**src/include/pfcu_pkg.sv**
```systemverilog
// Function
// - Call stores next address at the stack top, loads target, stack top advances by two.
// - Jump and call reach any program address; a jump leaves the stack alone.
// - Delay with the work register operand stalls work register value plus one cycles.
// - Delay with an immediate operand stalls constant plus one cycles.
// - Delay with a memory operand stalls data byte plus one cycles.
// - Delay cycles are counted on the executing thread's instruction clock.
// - Work register is the running delay count and ends at zero.
// - Return-with-value loads the immediate into the work register, then returns.
// - Return lowers the stack top by two, then reloads the program counter from it.
// - Interrupt return returns through the stack and sets the global interrupt enable.
// - Relative jump sets program counter to current value plus unsigned work register.
// - These instructions leave all flags alone; no-operation changes nothing.
// - Dedicated instructions set and clear the global interrupt enable.
// - With one thread, call and jump take two instruction cycles.
//
// Purpose: Shared constants and types of the program flow control unit.
// Assumes: 8-bit data path, program counter up to 16 bits.
// Notes:   Opcode codes are the decoder's internal encoding.
package pfcu_pkg;
  // ==========================================================
  // Widths and steps
  localparam int BYTE_W = 8;
  localparam int RET_W = 16;
  localparam logic [7:0] SP_STEP = 8'h02;
  localparam logic [7:0] SP_HI_OFS = 8'h01;
  localparam logic [7:0] DLY_LAST = 8'h01;
  localparam logic [7:0] BYTE_ZERO = 8'h00;
  localparam logic [RET_W-1:0] PC_INC = 16'h0001;
  // ==========================================================
  // Operations
  typedef enum logic [3:0] {
    OP_NOP = 4'h0,
    OP_GOTO = 4'h1,
    OP_CALL = 4'h2,
    OP_RET = 4'h3,
    OP_RET_IMM = 4'h4,
    OP_RETI = 4'h5,
    OP_DELAY_A = 4'h6,
    OP_DELAY_I = 4'h7,
    OP_DELAY_M = 4'h8,
    OP_PCADD = 4'h9,
    OP_GIE_ON = 4'ha,
    OP_GIE_OFF = 4'hb
  } pfcu_op_t;
  // ==========================================================
  // Sequencer states
  typedef enum logic [2:0] {
    ST_IDLE = 3'h0,
    ST_CALL_HI = 3'h1,
    ST_JUMP_2 = 3'h2,
    ST_RET_HI = 3'h3,
    ST_RET_END = 3'h4,
    ST_DELAY = 3'h5
  } pfcu_state_t;
endpackage : pfcu_pkg

```
**src/logic/pfcu_delay_counter.sv**
```systemverilog
// Purpose: Down counter that paces the delay instructions.
// Assumes: tick is the executing thread's instruction-cycle enable.
// Notes:   Holds its value between ticks.
`timescale 1ns/100ps
module pfcu_delay_counter
  import pfcu_pkg::*;
#(
  parameter int W = 8
)
(
  // Clock and reset
  input wire logic sys_clk,
  input wire logic rst_n,
  // Control
  input wire logic tick,
  input wire logic start,
  input wire logic [W-1:0] startValue,
  // Count
  output logic [W-1:0] count,
  output logic [W-1:0] countNext,
  output logic lastStep
);
  assign countNext = W'(count - DLY_LAST);
  assign lastStep = (count == W'(DLY_LAST));

  always_ff @(posedge sys_clk)
  begin
    if (!rst_n)
      count <= '0;
    else if (start)
      count <= startValue;
    else if (tick && count != '0)
      count <= countNext;
  end
endmodule : pfcu_delay_counter

```
**src/logic/pfcu_top.sv**
```systemverilog
// Purpose: Executes call, jump, returns, delays, no-operation, relative jump and interrupt enable.
// Assumes: One instruction offered per thread cycle; stack reads answer by the next tick.
// Notes:   The flag register is never touched, so it has no port here.
`timescale 1ns/100ps
module pfcu_top
  import pfcu_pkg::*;
#(
  parameter int PC_W = 12
)
(
  // Clock and reset
  input wire logic sys_clk,
  input wire logic rst_n,
  // Thread timing
  input wire logic tick,
  input wire logic singleThread,
  // Instruction
  input wire logic instrValid,
  input wire logic [3:0] instrOp,
  input wire logic [7:0] instrImm,
  input wire logic [PC_W-1:0] instrTarget,
  input wire logic [7:0] memOperand,
  output logic busy,
  output logic instrDone,
  // Program counter
  input wire logic [PC_W-1:0] pcCur,
  output logic pcLoad,
  output logic [PC_W-1:0] pcNext,
  // Work register
  input wire logic [7:0] workRegIn,
  output logic workRegLoad,
  output logic [7:0] workRegNext,
  // Stack top pointer and data memory
  input wire logic [7:0] stackTopPointerIn,
  output logic spLoad,
  output logic [7:0] spNext,
  output logic memWe,
  output logic memRe,
  output logic [7:0] memAddr,
  output logic [7:0] memWrData,
  input wire logic [7:0] memRdData,
  // Global interrupt enable
  output logic gieSet,
  output logic gieClr
);
  // ==========================================================
  // Decode
  pfcu_state_t state;
  pfcu_state_t next_state;
  logic next_done;
  pfcu_op_t opT;
  logic take;
  logic isDelay;
  logic [7:0] dlyStart;
  logic [7:0] dlyCount;
  logic [7:0] dlyCountNext;
  logic dlyLast;
  logic retiPend;
  logic [PC_W-1:0] heldTarget;
  logic [7:0] spBase;
  logic [7:0] retHigh;
  logic [7:0] retLo;
  logic [RET_W-1:0] retAddr;

  assign opT = pfcu_op_t'(instrOp);
  assign take = instrValid && tick && state == ST_IDLE;
  assign isDelay = opT == OP_DELAY_A || opT == OP_DELAY_I || opT == OP_DELAY_M;
  assign retAddr = RET_W'(pcCur) + PC_INC;

  always_comb
  begin
    unique case (opT)
      OP_DELAY_A: dlyStart = workRegIn;
      OP_DELAY_I: dlyStart = instrImm;
      OP_DELAY_M: dlyStart = memOperand;
      default: dlyStart = BYTE_ZERO;
    endcase
  end

  pfcu_delay_counter #(.W(BYTE_W)) u_delay (
    .sys_clk(sys_clk),
    .rst_n(rst_n),
    .tick(tick),
    .start(take && isDelay),
    .startValue(dlyStart),
    .count(dlyCount),
    .countNext(dlyCountNext),
    .lastStep(dlyLast)
  );

  // ==========================================================
  // Sequencer
  always_comb
  begin
    next_state = state;
    next_done = 1'b0;
    if (take)
    begin
      unique case (opT)
        OP_CALL: next_state = ST_CALL_HI;
        OP_GOTO:
          if (singleThread)
            next_state = ST_JUMP_2;
          else
            next_done = 1'b1;
        OP_RET, OP_RET_IMM, OP_RETI: next_state = ST_RET_HI;
        OP_DELAY_A, OP_DELAY_I, OP_DELAY_M:
          if (dlyStart == BYTE_ZERO)
            next_done = 1'b1;
          else
            next_state = ST_DELAY;
        default: next_done = 1'b1;
      endcase
    end
    else if (tick)
    begin
      unique case (state)
        ST_IDLE: next_state = ST_IDLE;
        ST_RET_HI: next_state = ST_RET_END;
        ST_DELAY:
          if (dlyLast)
          begin
            next_state = ST_IDLE;
            next_done = 1'b1;
          end
        default:
        begin
          next_state = ST_IDLE;
          next_done = 1'b1;
        end
      endcase
    end
  end

  always_ff @(posedge sys_clk)
  begin
    if (!rst_n)
    begin
      state <= ST_IDLE;
      busy <= 1'b0;
      instrDone <= 1'b0;
      retiPend <= 1'b0;
      heldTarget <= '0;
    end
    else
    begin
      state <= next_state;
      busy <= next_state != ST_IDLE;
      instrDone <= next_done;
      if (take)
      begin
        retiPend <= opT == OP_RETI;
        heldTarget <= instrTarget;
      end
    end
  end

  // ==========================================================
  // Program counter
  always_ff @(posedge sys_clk)
  begin
    if (!rst_n)
    begin
      pcLoad <= 1'b0;
      pcNext <= '0;
    end
    else
    begin
      pcLoad <= 1'b0;
      if (take && opT == OP_GOTO && !singleThread)
      begin
        pcLoad <= 1'b1;
        pcNext <= instrTarget;
      end
      else if (take && opT == OP_PCADD)
      begin
        pcLoad <= 1'b1;
        pcNext <= pcCur + PC_W'(workRegIn);
      end
      else if (tick && (state == ST_JUMP_2 || state == ST_CALL_HI))
      begin
        pcLoad <= 1'b1;
        pcNext <= heldTarget;
      end
      else if (tick && state == ST_RET_END)
      begin
        pcLoad <= 1'b1;
        pcNext <= PC_W'({memRdData, retLo});
      end
    end
  end

  // ==========================================================
  // Stack and data memory
  always_ff @(posedge sys_clk)
  begin
    if (!rst_n)
    begin
      spLoad <= 1'b0;
      spNext <= BYTE_ZERO;
      memWe <= 1'b0;
      memRe <= 1'b0;
      memAddr <= BYTE_ZERO;
      memWrData <= BYTE_ZERO;
      spBase <= BYTE_ZERO;
      retHigh <= BYTE_ZERO;
      retLo <= BYTE_ZERO;
    end
    else
    begin
      spLoad <= 1'b0;
      memWe <= 1'b0;
      memRe <= 1'b0;
      if (take && opT == OP_CALL)
      begin
        memWe <= 1'b1;
        memAddr <= stackTopPointerIn;
        memWrData <= retAddr[BYTE_W-1:0];
        retHigh <= retAddr[RET_W-1:BYTE_W];
        spBase <= stackTopPointerIn;
      end
      else if (take && (opT == OP_RET || opT == OP_RET_IMM || opT == OP_RETI))
      begin
        spLoad <= 1'b1;
        spNext <= stackTopPointerIn - SP_STEP;
        memRe <= 1'b1;
        memAddr <= stackTopPointerIn - SP_STEP;
        spBase <= stackTopPointerIn - SP_STEP;
      end
      else if (tick && state == ST_CALL_HI)
      begin
        memWe <= 1'b1;
        memAddr <= spBase + SP_HI_OFS;
        memWrData <= retHigh;
        spLoad <= 1'b1;
        spNext <= spBase + SP_STEP;
      end
      else if (tick && state == ST_RET_HI)
      begin
        retLo <= memRdData;
        memRe <= 1'b1;
        memAddr <= spBase + SP_HI_OFS;
      end
    end
  end

  // ==========================================================
  // Work register
  // Nothing else may write the work register during a delay, it is the counter.
  always_ff @(posedge sys_clk)
  begin
    if (!rst_n)
    begin
      workRegLoad <= 1'b0;
      workRegNext <= BYTE_ZERO;
    end
    else
    begin
      workRegLoad <= 1'b0;
      if (take && opT == OP_RET_IMM)
      begin
        workRegLoad <= 1'b1;
        workRegNext <= instrImm;
      end
      else if (take && isDelay)
      begin
        workRegLoad <= 1'b1;
        workRegNext <= dlyStart;
      end
      else if (tick && state == ST_DELAY)
      begin
        workRegLoad <= 1'b1;
        workRegNext <= dlyCountNext;
      end
    end
  end

  // ==========================================================
  // Global interrupt enable
  always_ff @(posedge sys_clk)
  begin
    if (!rst_n)
    begin
      gieSet <= 1'b0;
      gieClr <= 1'b0;
    end
    else
    begin
      gieSet <= (take && opT == OP_GIE_ON) || (tick && state == ST_RET_END && retiPend);
      gieClr <= take && opT == OP_GIE_OFF;
    end
  end

  // ==========================================================
  // Checks
  logic [8:0] hTicks;
  logic [7:0] hReq;
  always_ff @(posedge sys_clk)
  begin
    if (!rst_n)
    begin
      hTicks <= '0;
      hReq <= BYTE_ZERO;
    end
    else if (take && isDelay)
    begin
      hTicks <= 9'h001;
      hReq <= dlyStart;
    end
    else if (tick && state == ST_DELAY)
      hTicks <= hTicks + 9'h001;
  end
endmodule : pfcu_top

```
**config.mk**
```make
export PLATFORM = sky130hd
export DESIGN_NAME = pfcu_top
export DESIGN_NICKNAME = d
export VERILOG_FILES = /design/src/include/pfcu_pkg.sv /design/src/logic/pfcu_delay_counter.sv /design/src/logic/pfcu_top.sv
export SDC_FILE = /design/constraint.sdc
export NUM_CORES = 1
export LEC_CHECK = 0
export BUFFER_PORTS_ARGS = -buffer_cell sky130_fd_sc_hd__buf_4
export CORE_MARGIN = 1.5
export CORE_UTILIZATION = 25
export CTS_BUF_LIST = sky130_fd_sc_hd__clkbuf_4 sky130_fd_sc_hd__clkbuf_8
export DETAILED_ROUTE_END_ITERATION = 10
export GPL_TIMING_DRIVEN = 0
export PLACE_DENSITY_LB_ADDON = 0.3
export SLEW_MARGIN = 10
export SYNTH_ARGS = -nofsm -noshare
export SYNTH_HDL_FRONTEND = slang
export SYNTH_SLANG_ARGS = --single-unit
```
**constraint.sdc**
```tcl
create_clock -name sys_clk -period 2.3 [get_ports sys_clk]
set_input_delay 0.69 -clock sys_clk [delete_from_list [all_inputs] [get_ports sys_clk]]
set_output_delay 0.69 -clock sys_clk [all_outputs]
set_load 0.03 [all_outputs]
```
==> metrics, run 1 <==
number of filler cells placed in the layout=between 2,000 and 2,500; layout cells sized above 1=25.18%; clock insertion delay at the later pin of the skew report=0.40 ns; antenna-violating nets left=0; number of synthesized register bits=98; TritonCTS clock tree=built; total clock sinks=98; failing checks=negative setup slack; maximum number of pins on one net before global-route repair=19; post-route fraction of the period consumed by the critical path=100.7%; final setup skew=0.02384 ns; number of antenna diodes=0; switching share of power=a little over a third; part of the total power dissipated in the clock network=28.7%; source of the worst register-to-register timing path=state[2]; CP dominant cell by count=sky130_fd_sc_hd__buf_6; area of placed instances=about 7000 µm²; buffer depth of the longest clock path=2; Crit path largest cell delay=0.40 ns; Total Nets Final=937; placeable core region=~22,000 µm²; Critical Path Fanout Max=10; critical path startpoint=instrOp[2]; share of async-settable or async-resettable flops after synthesis=0%; Worst Setup Path Type=in -> reg; final design instance area without fill=7393 µm²; first-pass GRT wire length=31,660 µm; post-route setup slack=-0.01603 ns; startpoint type of the worst setup path=input pin; status=finished, violations left; synthesized area divided by synthesized cell count=7.983 µm²; detailed-placement wirelength estimate=approximately 16,000 µm; max-cap viol count=0; Area growth, synth to finish=30.82%; Hold Path Origin=heldTarget[2]; floorplan die area=23,520 µm²; number of iterations in the first detailed-routing pass=5; effective utilization at floorplan=approximately 26%; relative contribution of combinational cells to total power=30.2%; final hold vios=0; most area-consuming cells after synthesis=sky130_fd_sc_hd__dfxtp_1 (35%), sky130_fd_sc_hd__a21oi_1 (7.6%), sky130_fd_sc_hd__nand2_1 (7.0%); WL met2=9683 µm; count of unresolved DRC violations after routing=0; number of instances in the synthesized netlist=708; Pleak=0.002867 µW; clock slew seen by the registers of the worst setup and hold paths=0.11 ns; number of global-route vias before repair=5,453; critical-path cell list=buf_4 > buf_6 > and4b_1 > buf_6 > a222oi_1 > nor4b_4 > a311oi_2 > or3b_1; crit end category=flop; Final Setup Violations=1; slowest cell on the critical path=sky130_fd_sc_hd__or3b_1; RSZ-0062 raised after global routing=true; top cell type's share of synthesized area=34.71%; height of the die=153.4 µm; pwr dens=632.0 nW/µm²; highest achievable clock rate=roughly 430 MHz; Total Routing Usage GR=17.57%; biggest area consumer among synthesized cells=sky130_fd_sc_hd__dfxtp_1; data arrival time of the critical path=around 2.6 ns; post-DR wirelength/cell=approximately 18 µm; synthesized netlist net count=796; detailed route wirelength on metal3=approximately 1100 µm; Top Ports=126; total internal power=3045 µW; highest routed metal layer=met4; total area of sequential cells=1962 µm²; routed metal-1 wirelength=around 9500 µm; final weighted congestion in routability-driven placement=0.8615; Worst Max-Slew Pin Slew=0.8418 ns; number of unique standard cell types used by synthesis=75; number of core rows=54; violation count after the first detailed-route iteration=326; count of buffering cells on the critical path with inverters included=3; Yosys warning total=0; remaining global-route overflow=0; number of clock buffers inserted by TritonCTS=9; routed via count=slightly below 6,000; root buffer selected by CTS=sky130_fd_sc_hd__clkbuf_8; Port Buffer Count=122; Inst Count DP=1,110; number of flops mapped to enable cells by yosys=0; Post-CTS Hold Fix Bufs=0; detailed-route wire length=20,820 µm; kind of cell with the highest combined delay on the critical path=simple AND/OR/NAND/NOR gates; Top FF cell, synth=sky130_fd_sc_hd__dfxtp_1; proportion of power drawn by flip-flops and latches=41.1%; Period minus WS final=about 2.3 ns; min-delay worst type=reg -> reg; data required time at the worst endpoint=2.56 ns; switching power=1628 µW; area of combinational cells with multiple inputs=3552 µm²; peak supply drop=303.2 µV; max-slew violations=0; vias per cell=5.134; post-route non-filler standard cell count=1,134; deepest level of the CTS H-tree=3; summed instance area of the synthesized netlist=5652 µm²; die span in x=153.4 µm; worst slew margin relative to its limit=a little over two fifths; antenna violations before repair=0; sequential fraction of the synthesis area=34.71%
power groups by stage:
stage,combinational [µW],clock [µW],sequential [µW]
after CTS,1380,1370,1920
after global placement,1340,0,1960
final,1410,1340,1920
after detailed placement,1350,0,1960
after floorplan,819,0,2020
after global routing,1540,1430,1930
synthesized netlist by cell type, types with 4 or more instances:
cell type                  instances
sky130_fd_sc_hd__a221oi_1          4
sky130_fd_sc_hd__ha_1             14
sky130_fd_sc_hd__a21oi_1          86
sky130_fd_sc_hd__xnor2_1          21
sky130_fd_sc_hd__nand2_1         106
sky130_fd_sc_hd__a311oi_1          6
sky130_fd_sc_hd__inv_1            14
sky130_fd_sc_hd__a211oi_1         25
sky130_fd_sc_hd__o221ai_1          4
sky130_fd_sc_hd__dfxtp_1          98
sky130_fd_sc_hd__nor2_1           51
sky130_fd_sc_hd__nand3b_1          5
sky130_fd_sc_hd__nand3_1          30
sky130_fd_sc_hd__nor3_1           14
sky130_fd_sc_hd__nor2b_1           6
sky130_fd_sc_hd__or3_1             6
sky130_fd_sc_hd__and3_1            6
sky130_fd_sc_hd__nand2b_1          4
sky130_fd_sc_hd__buf_2            17
sky130_fd_sc_hd__mux2i_1          13
sky130_fd_sc_hd__clkbuf_1         27
sky130_fd_sc_hd__o21ai_0          35
sky130_fd_sc_hd__xor2_1           17
sky130_fd_sc_hd__a22oi_1          11
sky130_fd_sc_hd__or3b_2            4
path summary, 6_finish.rpt:
kind / to / slack, ns / cells after the start
worst max-delay path: busy / -0.02 / 8
worst min-delay path: heldTarget[2] / 0.46 / 2
worst max register to register: pcNext[11] / 0.07 / 7
worst min register to register: heldTarget[2] / 0.46 / 2
sequential cells by signal (all words and copies together), names as in the netlist, 3 cells and up:
| signal | cells |
|---|---|
| heldTarget | 12 |
| pcNext | 12 |
| memAddr | 8 |
| memWrData | 8 |
| retLo | 8 |
| spBase | 8 |
| spNext | 8 |
| u_delay.count | 8 |
| workRegNext | 8 |
| retHigh | 5 |
| state | 3 |
logic make-up after synthesis:
group | synth area share (%)
adders and majority gates | 3.454
DFF | 34.71
and+or+nand+nor | 24.13
AOI/OAI and AO/OA | 24.42
xor gates and xnor gates | 5.889
buffers and inverters | 4.693
muxes | 2.701
metrics by stage:
step | power, µW | TNS, ns | hold slack (ns) | worst slack (ns) | utilization (%)
2_1_floorplan | 2839 | -0.1803 | 0.4321 | -0.05941 | -
6_report | 4673 | -0.01603 | 0.4623 | -0.01603 | 33.57
4_1_cts | 4667 | 0 | 0.4629 | 0.01211 | 33.12
3_5_place_dp | 3309 | -28.94 | 0.4465 | -0.6546 | 31.77
3_3_place_gp | 3301 | -27.55 | 0.4397 | -0.6423 | 31.77
5_1_grt | 4902 | -0.07736 | 0.4809 | -0.04312 | 33.57
area by class of cell:
class	instances	area share, %
Clock buffer	9	1.675
Inverter	14	0.7108
Timing Repair Buffer	130	13.20
Tap cell	280	4.739
Sequential cell	98	26.54
Clock inverter	7	1.472
Multi-Input combinational cell	549	48.05
Buffer	47	3.622
cell usage in the layout, fill, tap and decap left out, drive strengths merged, types with 7 or more instances in the layout:
master,instances
inv,18
ha,14
a211oi,26
a21oi,86
xnor2,21
dfxtp,98
mux2i,13
buf,150
a311oi,7
o21ai,38
a22oi,12
nor3,15
nor2,52
nand2,106
clkbuf,36
nand3,31
xor2,17
metal layers:
layer  vias to the layer above  GRT usage [%]
met2                       176          28.64
met4                         0          6.519
met5                         -              0
met3                        34          3.261
li1                       2864              -
met1                      2748          23.10
timing repair:
item	4_1_cts	5_1_grt
setup endpoints to repair	34	64
gates resized for setup	5	34
pin swaps	4	1
setup buffers	7	1
worst register-to-register path, stage by stage (launching register included):
cell                       delay, ns
sky130_fd_sc_hd__dfxtp_1        0.33
sky130_fd_sc_hd__buf_2          0.18
sky130_fd_sc_hd__or4bb_4        0.58
sky130_fd_sc_hd__a211oi_4       0.36
sky130_fd_sc_hd__or3_4          0.23
sky130_fd_sc_hd__buf_6          0.14
sky130_fd_sc_hd__o211ai_1       0.12
sky130_fd_sc_hd__o21ba_2        0.22
No activity file was read; power rests on OpenSTA's default activity.
==> run 2, diff against run 1 <==
--- a/config.mk
+++ b/config.mk
@@ -5,6 +5,7 @@
 export SDC_FILE = /design/constraint.sdc
 export NUM_CORES = 1
 export LEC_CHECK = 0
+export ABC_AREA = 1
 export BUFFER_PORTS_ARGS = -buffer_cell sky130_fd_sc_hd__buf_4
 export CORE_MARGIN = 1.5
 export CORE_UTILIZATION = 25
==> metrics, run 2 <==
status=finished, final reports clean; Inst Count DP=1,273 (+15%); max-slew violations=0 (unchanged); Core Util, Final=31.97% (-1.6 points); maximum number of pins on one net before global-route repair=18 (-1); remaining global-route overflow=0 (unchanged); total clock sinks=98 (unchanged); final weighted congestion in routability-driven placement=0.9046 (+5.0%); Total Routing Usage GR=16.54% (-1.0 points); number of unique standard cell types used by synthesis=43 (-43%); count of buffers added by post-CTS timing repair for setup=0 (-7); share of async-settable or async-resettable flops after synthesis=0% (unchanged); height of the die=154.6 µm (+0.83%); R2R depth=12 (+5); highest achievable clock rate=469.6 MHz (+8.8%); number of iterations in the first detailed-routing pass=5 (unchanged); post-route non-filler standard cell count=1,289 (+14%); Pleak=0.003394 µW (+18%); antenna-violating nets left=0 (unchanged); Crit path largest cell delay=0.42 ns (+0.02 ns); Top Ports=126 (unchanged); relative contribution of combinational cells to total power=26.9% (-3.3 points); deepest level of the CTS H-tree=3 (unchanged); TritonCTS clock tree=built; final design instance area without fill=7216 µm² (-2.4%); post-route setup slack=0.1704 ns (+0.1864 ns); root buffer selected by CTS=sky130_fd_sc_hd__clkbuf_8; number of clock buffers inserted by TritonCTS=9 (unchanged); proportion of power drawn by flip-flops and latches=45.8% (+4.7 points); peak supply drop=267.0 µV (-12%); most area-consuming cells after synthesis=sky130_fd_sc_hd__dfxtp_1 (34%), sky130_fd_sc_hd__nand2_1 (12%), sky130_fd_sc_hd__o21ai_0 (6.6%); clock insertion delay at the later pin of the skew report=0.41 ns (about the same); worst slew margin relative to its limit=51.90% (+8.0 points); startpoint type of the worst setup path=input pin; number of antenna diodes=0 (unchanged); Total Nets Final=1,087 (+16%); number of instances in the synthesized netlist=864 (+22%); summed instance area of the synthesized netlist=5748 µm² (+1.7%); registers with the most flip-flops=heldTarget (12), pcNext (12); slowest cell on the critical path=sky130_fd_sc_hd__fa_1; top cell type's share of synthesized area=34.13% (-0.58 points); critical-path cell list=buf_4 > ha_1 > inv_1 > fa_1 > o21ai_0 > nand2_1 > nand3_1 > nand3_1 > nand2_1 > nor2_1 > o21ai_1 > nand2_1; detailed-route wire length=19,610 µm (-5.8%); floorplan die area=23,910 µm² (+1.7%); post-route fraction of the period consumed by the critical path=92.59% (-8.1 points); buffer depth of the longest clock path=2 (unchanged); count of buffering cells on the critical path with inverters included=2 (-1); number of flops mapped to enable cells by yosys=0 (unchanged); Port Buffer Count=124 (+1.6%); post-DR wirelength/cell=15.21 µm (-17%); RSZ-0062 raised after global routing=false; count of unresolved DRC violations after routing=0 (unchanged); layout cells sized above 1=19.52% (-5.7 points); clock slew seen by the registers of the worst setup and hold paths=0.10 ns (about the same); synthesized area divided by synthesized cell count=6.653 µm² (-17%); final setup skew=0.01680 ns (-0.007044 ns); detailed-placement wirelength estimate=15,810 µm (-2.3%); most common library cell in the layout ignoring fill and taps=sky130_fd_sc_hd__nand2_1; die span in x=154.6 µm (+0.83%); top post-synthesis cells by count=sky130_fd_sc_hd__nand2_1 (188), sky130_fd_sc_hd__dfxtp_1 (98), sky130_fd_sc_hd__inv_1 (97); kind of cell with the highest combined delay on the critical path=adder cells; Period minus WS final=2.130 ns (-0.1864 ns); cell depth of the worst setup path=12 (+4); data required time at the worst endpoint=2.60 ns (+0.04 ns); Post-CTS Hold Fix Bufs=0 (unchanged); switching share of power=35.50% (+0.66 points); max-cap viol count=0 (unchanged); # resized after CTS=0 (-5); pwr dens=563.9 nW/µm² (-11%); Worst Setup Path Type=in -> reg; final hold vios=0 (unchanged); Top FF cell, synth=sky130_fd_sc_hd__dfxtp_1; sequential fraction of the synthesis area=34.13% (-0.58 points); total internal power=2625 µW (-14%); effective utilization at floorplan=25.47% (-0.19 points); number of core rows=55 (+1.9%); number of global-route vias before repair=5,684 (+4.2%); routed via count=6,034 (+3.6%); area of placed instances=7036 µm² (+0.55%); biggest area consumer among synthesized cells=sky130_fd_sc_hd__dfxtp_1; min-delay worst type=reg -> reg; crit end category=flop; antenna violations before repair=0 (unchanged); number of synthesized register bits=98 (unchanged); first-pass GRT wire length=30,630 µm (-3.2%); switching power=1444 µW (-11%); synthesized netlist net count=952 (+20%); part of the total power dissipated in the clock network=27.2% (-1.5 points); violation count after the first detailed-route iteration=353 (+8.3%); placeable core region=22,570 µm² (+2.5%); Area growth, synth to finish=25.53%; highest-count cells in the layout ignoring fill and taps=sky130_fd_sc_hd__nand2_1 (188), sky130_fd_sc_hd__buf_4 (126), sky130_fd_sc_hd__dfxtp_1 (98); Hold Path Cell Cnt=2 (unchanged); CP dominant cell by count=sky130_fd_sc_hd__nand2_1; most common cell in the netlist=sky130_fd_sc_hd__nand2_1; vias per cell=4.681 (-8.8%); Worst Max-Slew Pin Slew=0.7215 ns (-0.1203 ns); data arrival time of the critical path=2.43 ns (-0.15 ns); Final Setup Violations=0 (-1); Critical Path Fanout Max=4 (-6); Yosys warning total=0 (unchanged); worst setup slack before clock tree synthesis=-0.2611 ns (+0.3935 ns)
run 2: cell types whose count changed after synthesis, moves of 12 or more:
| cell | delta |
|---|---|
| sky130_fd_sc_hd__o21ai_1 | +29 |
| sky130_fd_sc_hd__nand3_1 | +16 |
| sky130_fd_sc_hd__a31oi_1 | +12 |
| sky130_fd_sc_hd__o211ai_1 | +14 |
| sky130_fd_sc_hd__inv_1 | +83 |
| sky130_fd_sc_hd__a21oi_1 | -21 |
| sky130_fd_sc_hd__nand2_1 | +82 |
| sky130_fd_sc_hd__o21ai_0 | +41 |
| sky130_fd_sc_hd__nor2_1 | +43 |
| sky130_fd_sc_hd__xnor2_1 | -13 |
| sky130_fd_sc_hd__mux2i_1 | -13 |
| sky130_fd_sc_hd__clkbuf_1 | -13 |
| sky130_fd_sc_hd__a211oi_1 | -21 |
run 2: cell families (layout without fill, tap and decap cells):
family	after synthesis	after routing	synth area share (%)
simple gates	373	373	28.43
compound gates	217	217	20.59
buf+inv	138	278	9.948
flops	98	98	34.13
xor+xnor	23	23	3.505
fa+ha+maj	15	15	3.396
run 2: power groups by stage:
stage	Clock, µW	Combinational (µW)	Sequential [µW]
floorplan	0	604	1980
global placement	0	1090	1900
detailed placement	0	1090	1900
CTS	1140	1090	1860
global route	1210	1210	1880
finish	1110	1100	1860
run 2: per-layer routing:
layer,share of wire (%),vias up,wire length (µm),GRT usage [%]
met5,0,-,0,0
met4,1.4,0,271,4.212
met3,5.4,19,1055,3.250
met2,43,184,8506,25.91
met1,50,2726,9772,23.17
li1,-,3105,-,-
run 2: final timing paths:
kind,from,to,slack [ns]
min,heldTarget[9],heldTarget[9],0.45
max,pcCur[0],pcNext[10],0.17
min reg2reg,heldTarget[9],heldTarget[9],0.45
max reg2reg,state[2],memAddr[4],0.25
run 2: area by class of cell:
cell class,instances,area (µm²)
flip-flops and latches,98,1962
clock inverters,6,48.80
fillers,2511,15360
clock buffers,10,131.4
inverters,109,414.1
well taps,285,356.6
multi-input cells,628,3214
plain buffers,29,157.7
repair buffers,124,930.9
run 2: worst register-to-register path, cell delays in order, from the launching register on:
cell	delay (ns)
sky130_fd_sc_hd__dfxtp_1	0.36
sky130_fd_sc_hd__inv_1	0.11
sky130_fd_sc_hd__nand2_2	0.13
sky130_fd_sc_hd__nor2_4	0.06
sky130_fd_sc_hd__nand2_4	0.13
sky130_fd_sc_hd__inv_4	0.08
sky130_fd_sc_hd__buf_6	0.15
sky130_fd_sc_hd__nand2_4	0.10
sky130_fd_sc_hd__clkinv_2	0.21
sky130_fd_sc_hd__nand2_1	0.12
sky130_fd_sc_hd__nand2_1	0.10
sky130_fd_sc_hd__a211oi_1	0.35
sky130_fd_sc_hd__nor2_1	0.07
run 2: through the flow:
stage	hold WS [ns]	power (µW)	setup TNS (ns)
2_1_floorplan	0.4245	2588	0
3_3_place_gp	0.4347	2990	-1.133
3_5_place_dp	0.4386	2989	-1.229
4_1_cts	0.4528	4100	0
5_1_grt	0.4727	4301	0
6_report	0.4515	4069	0
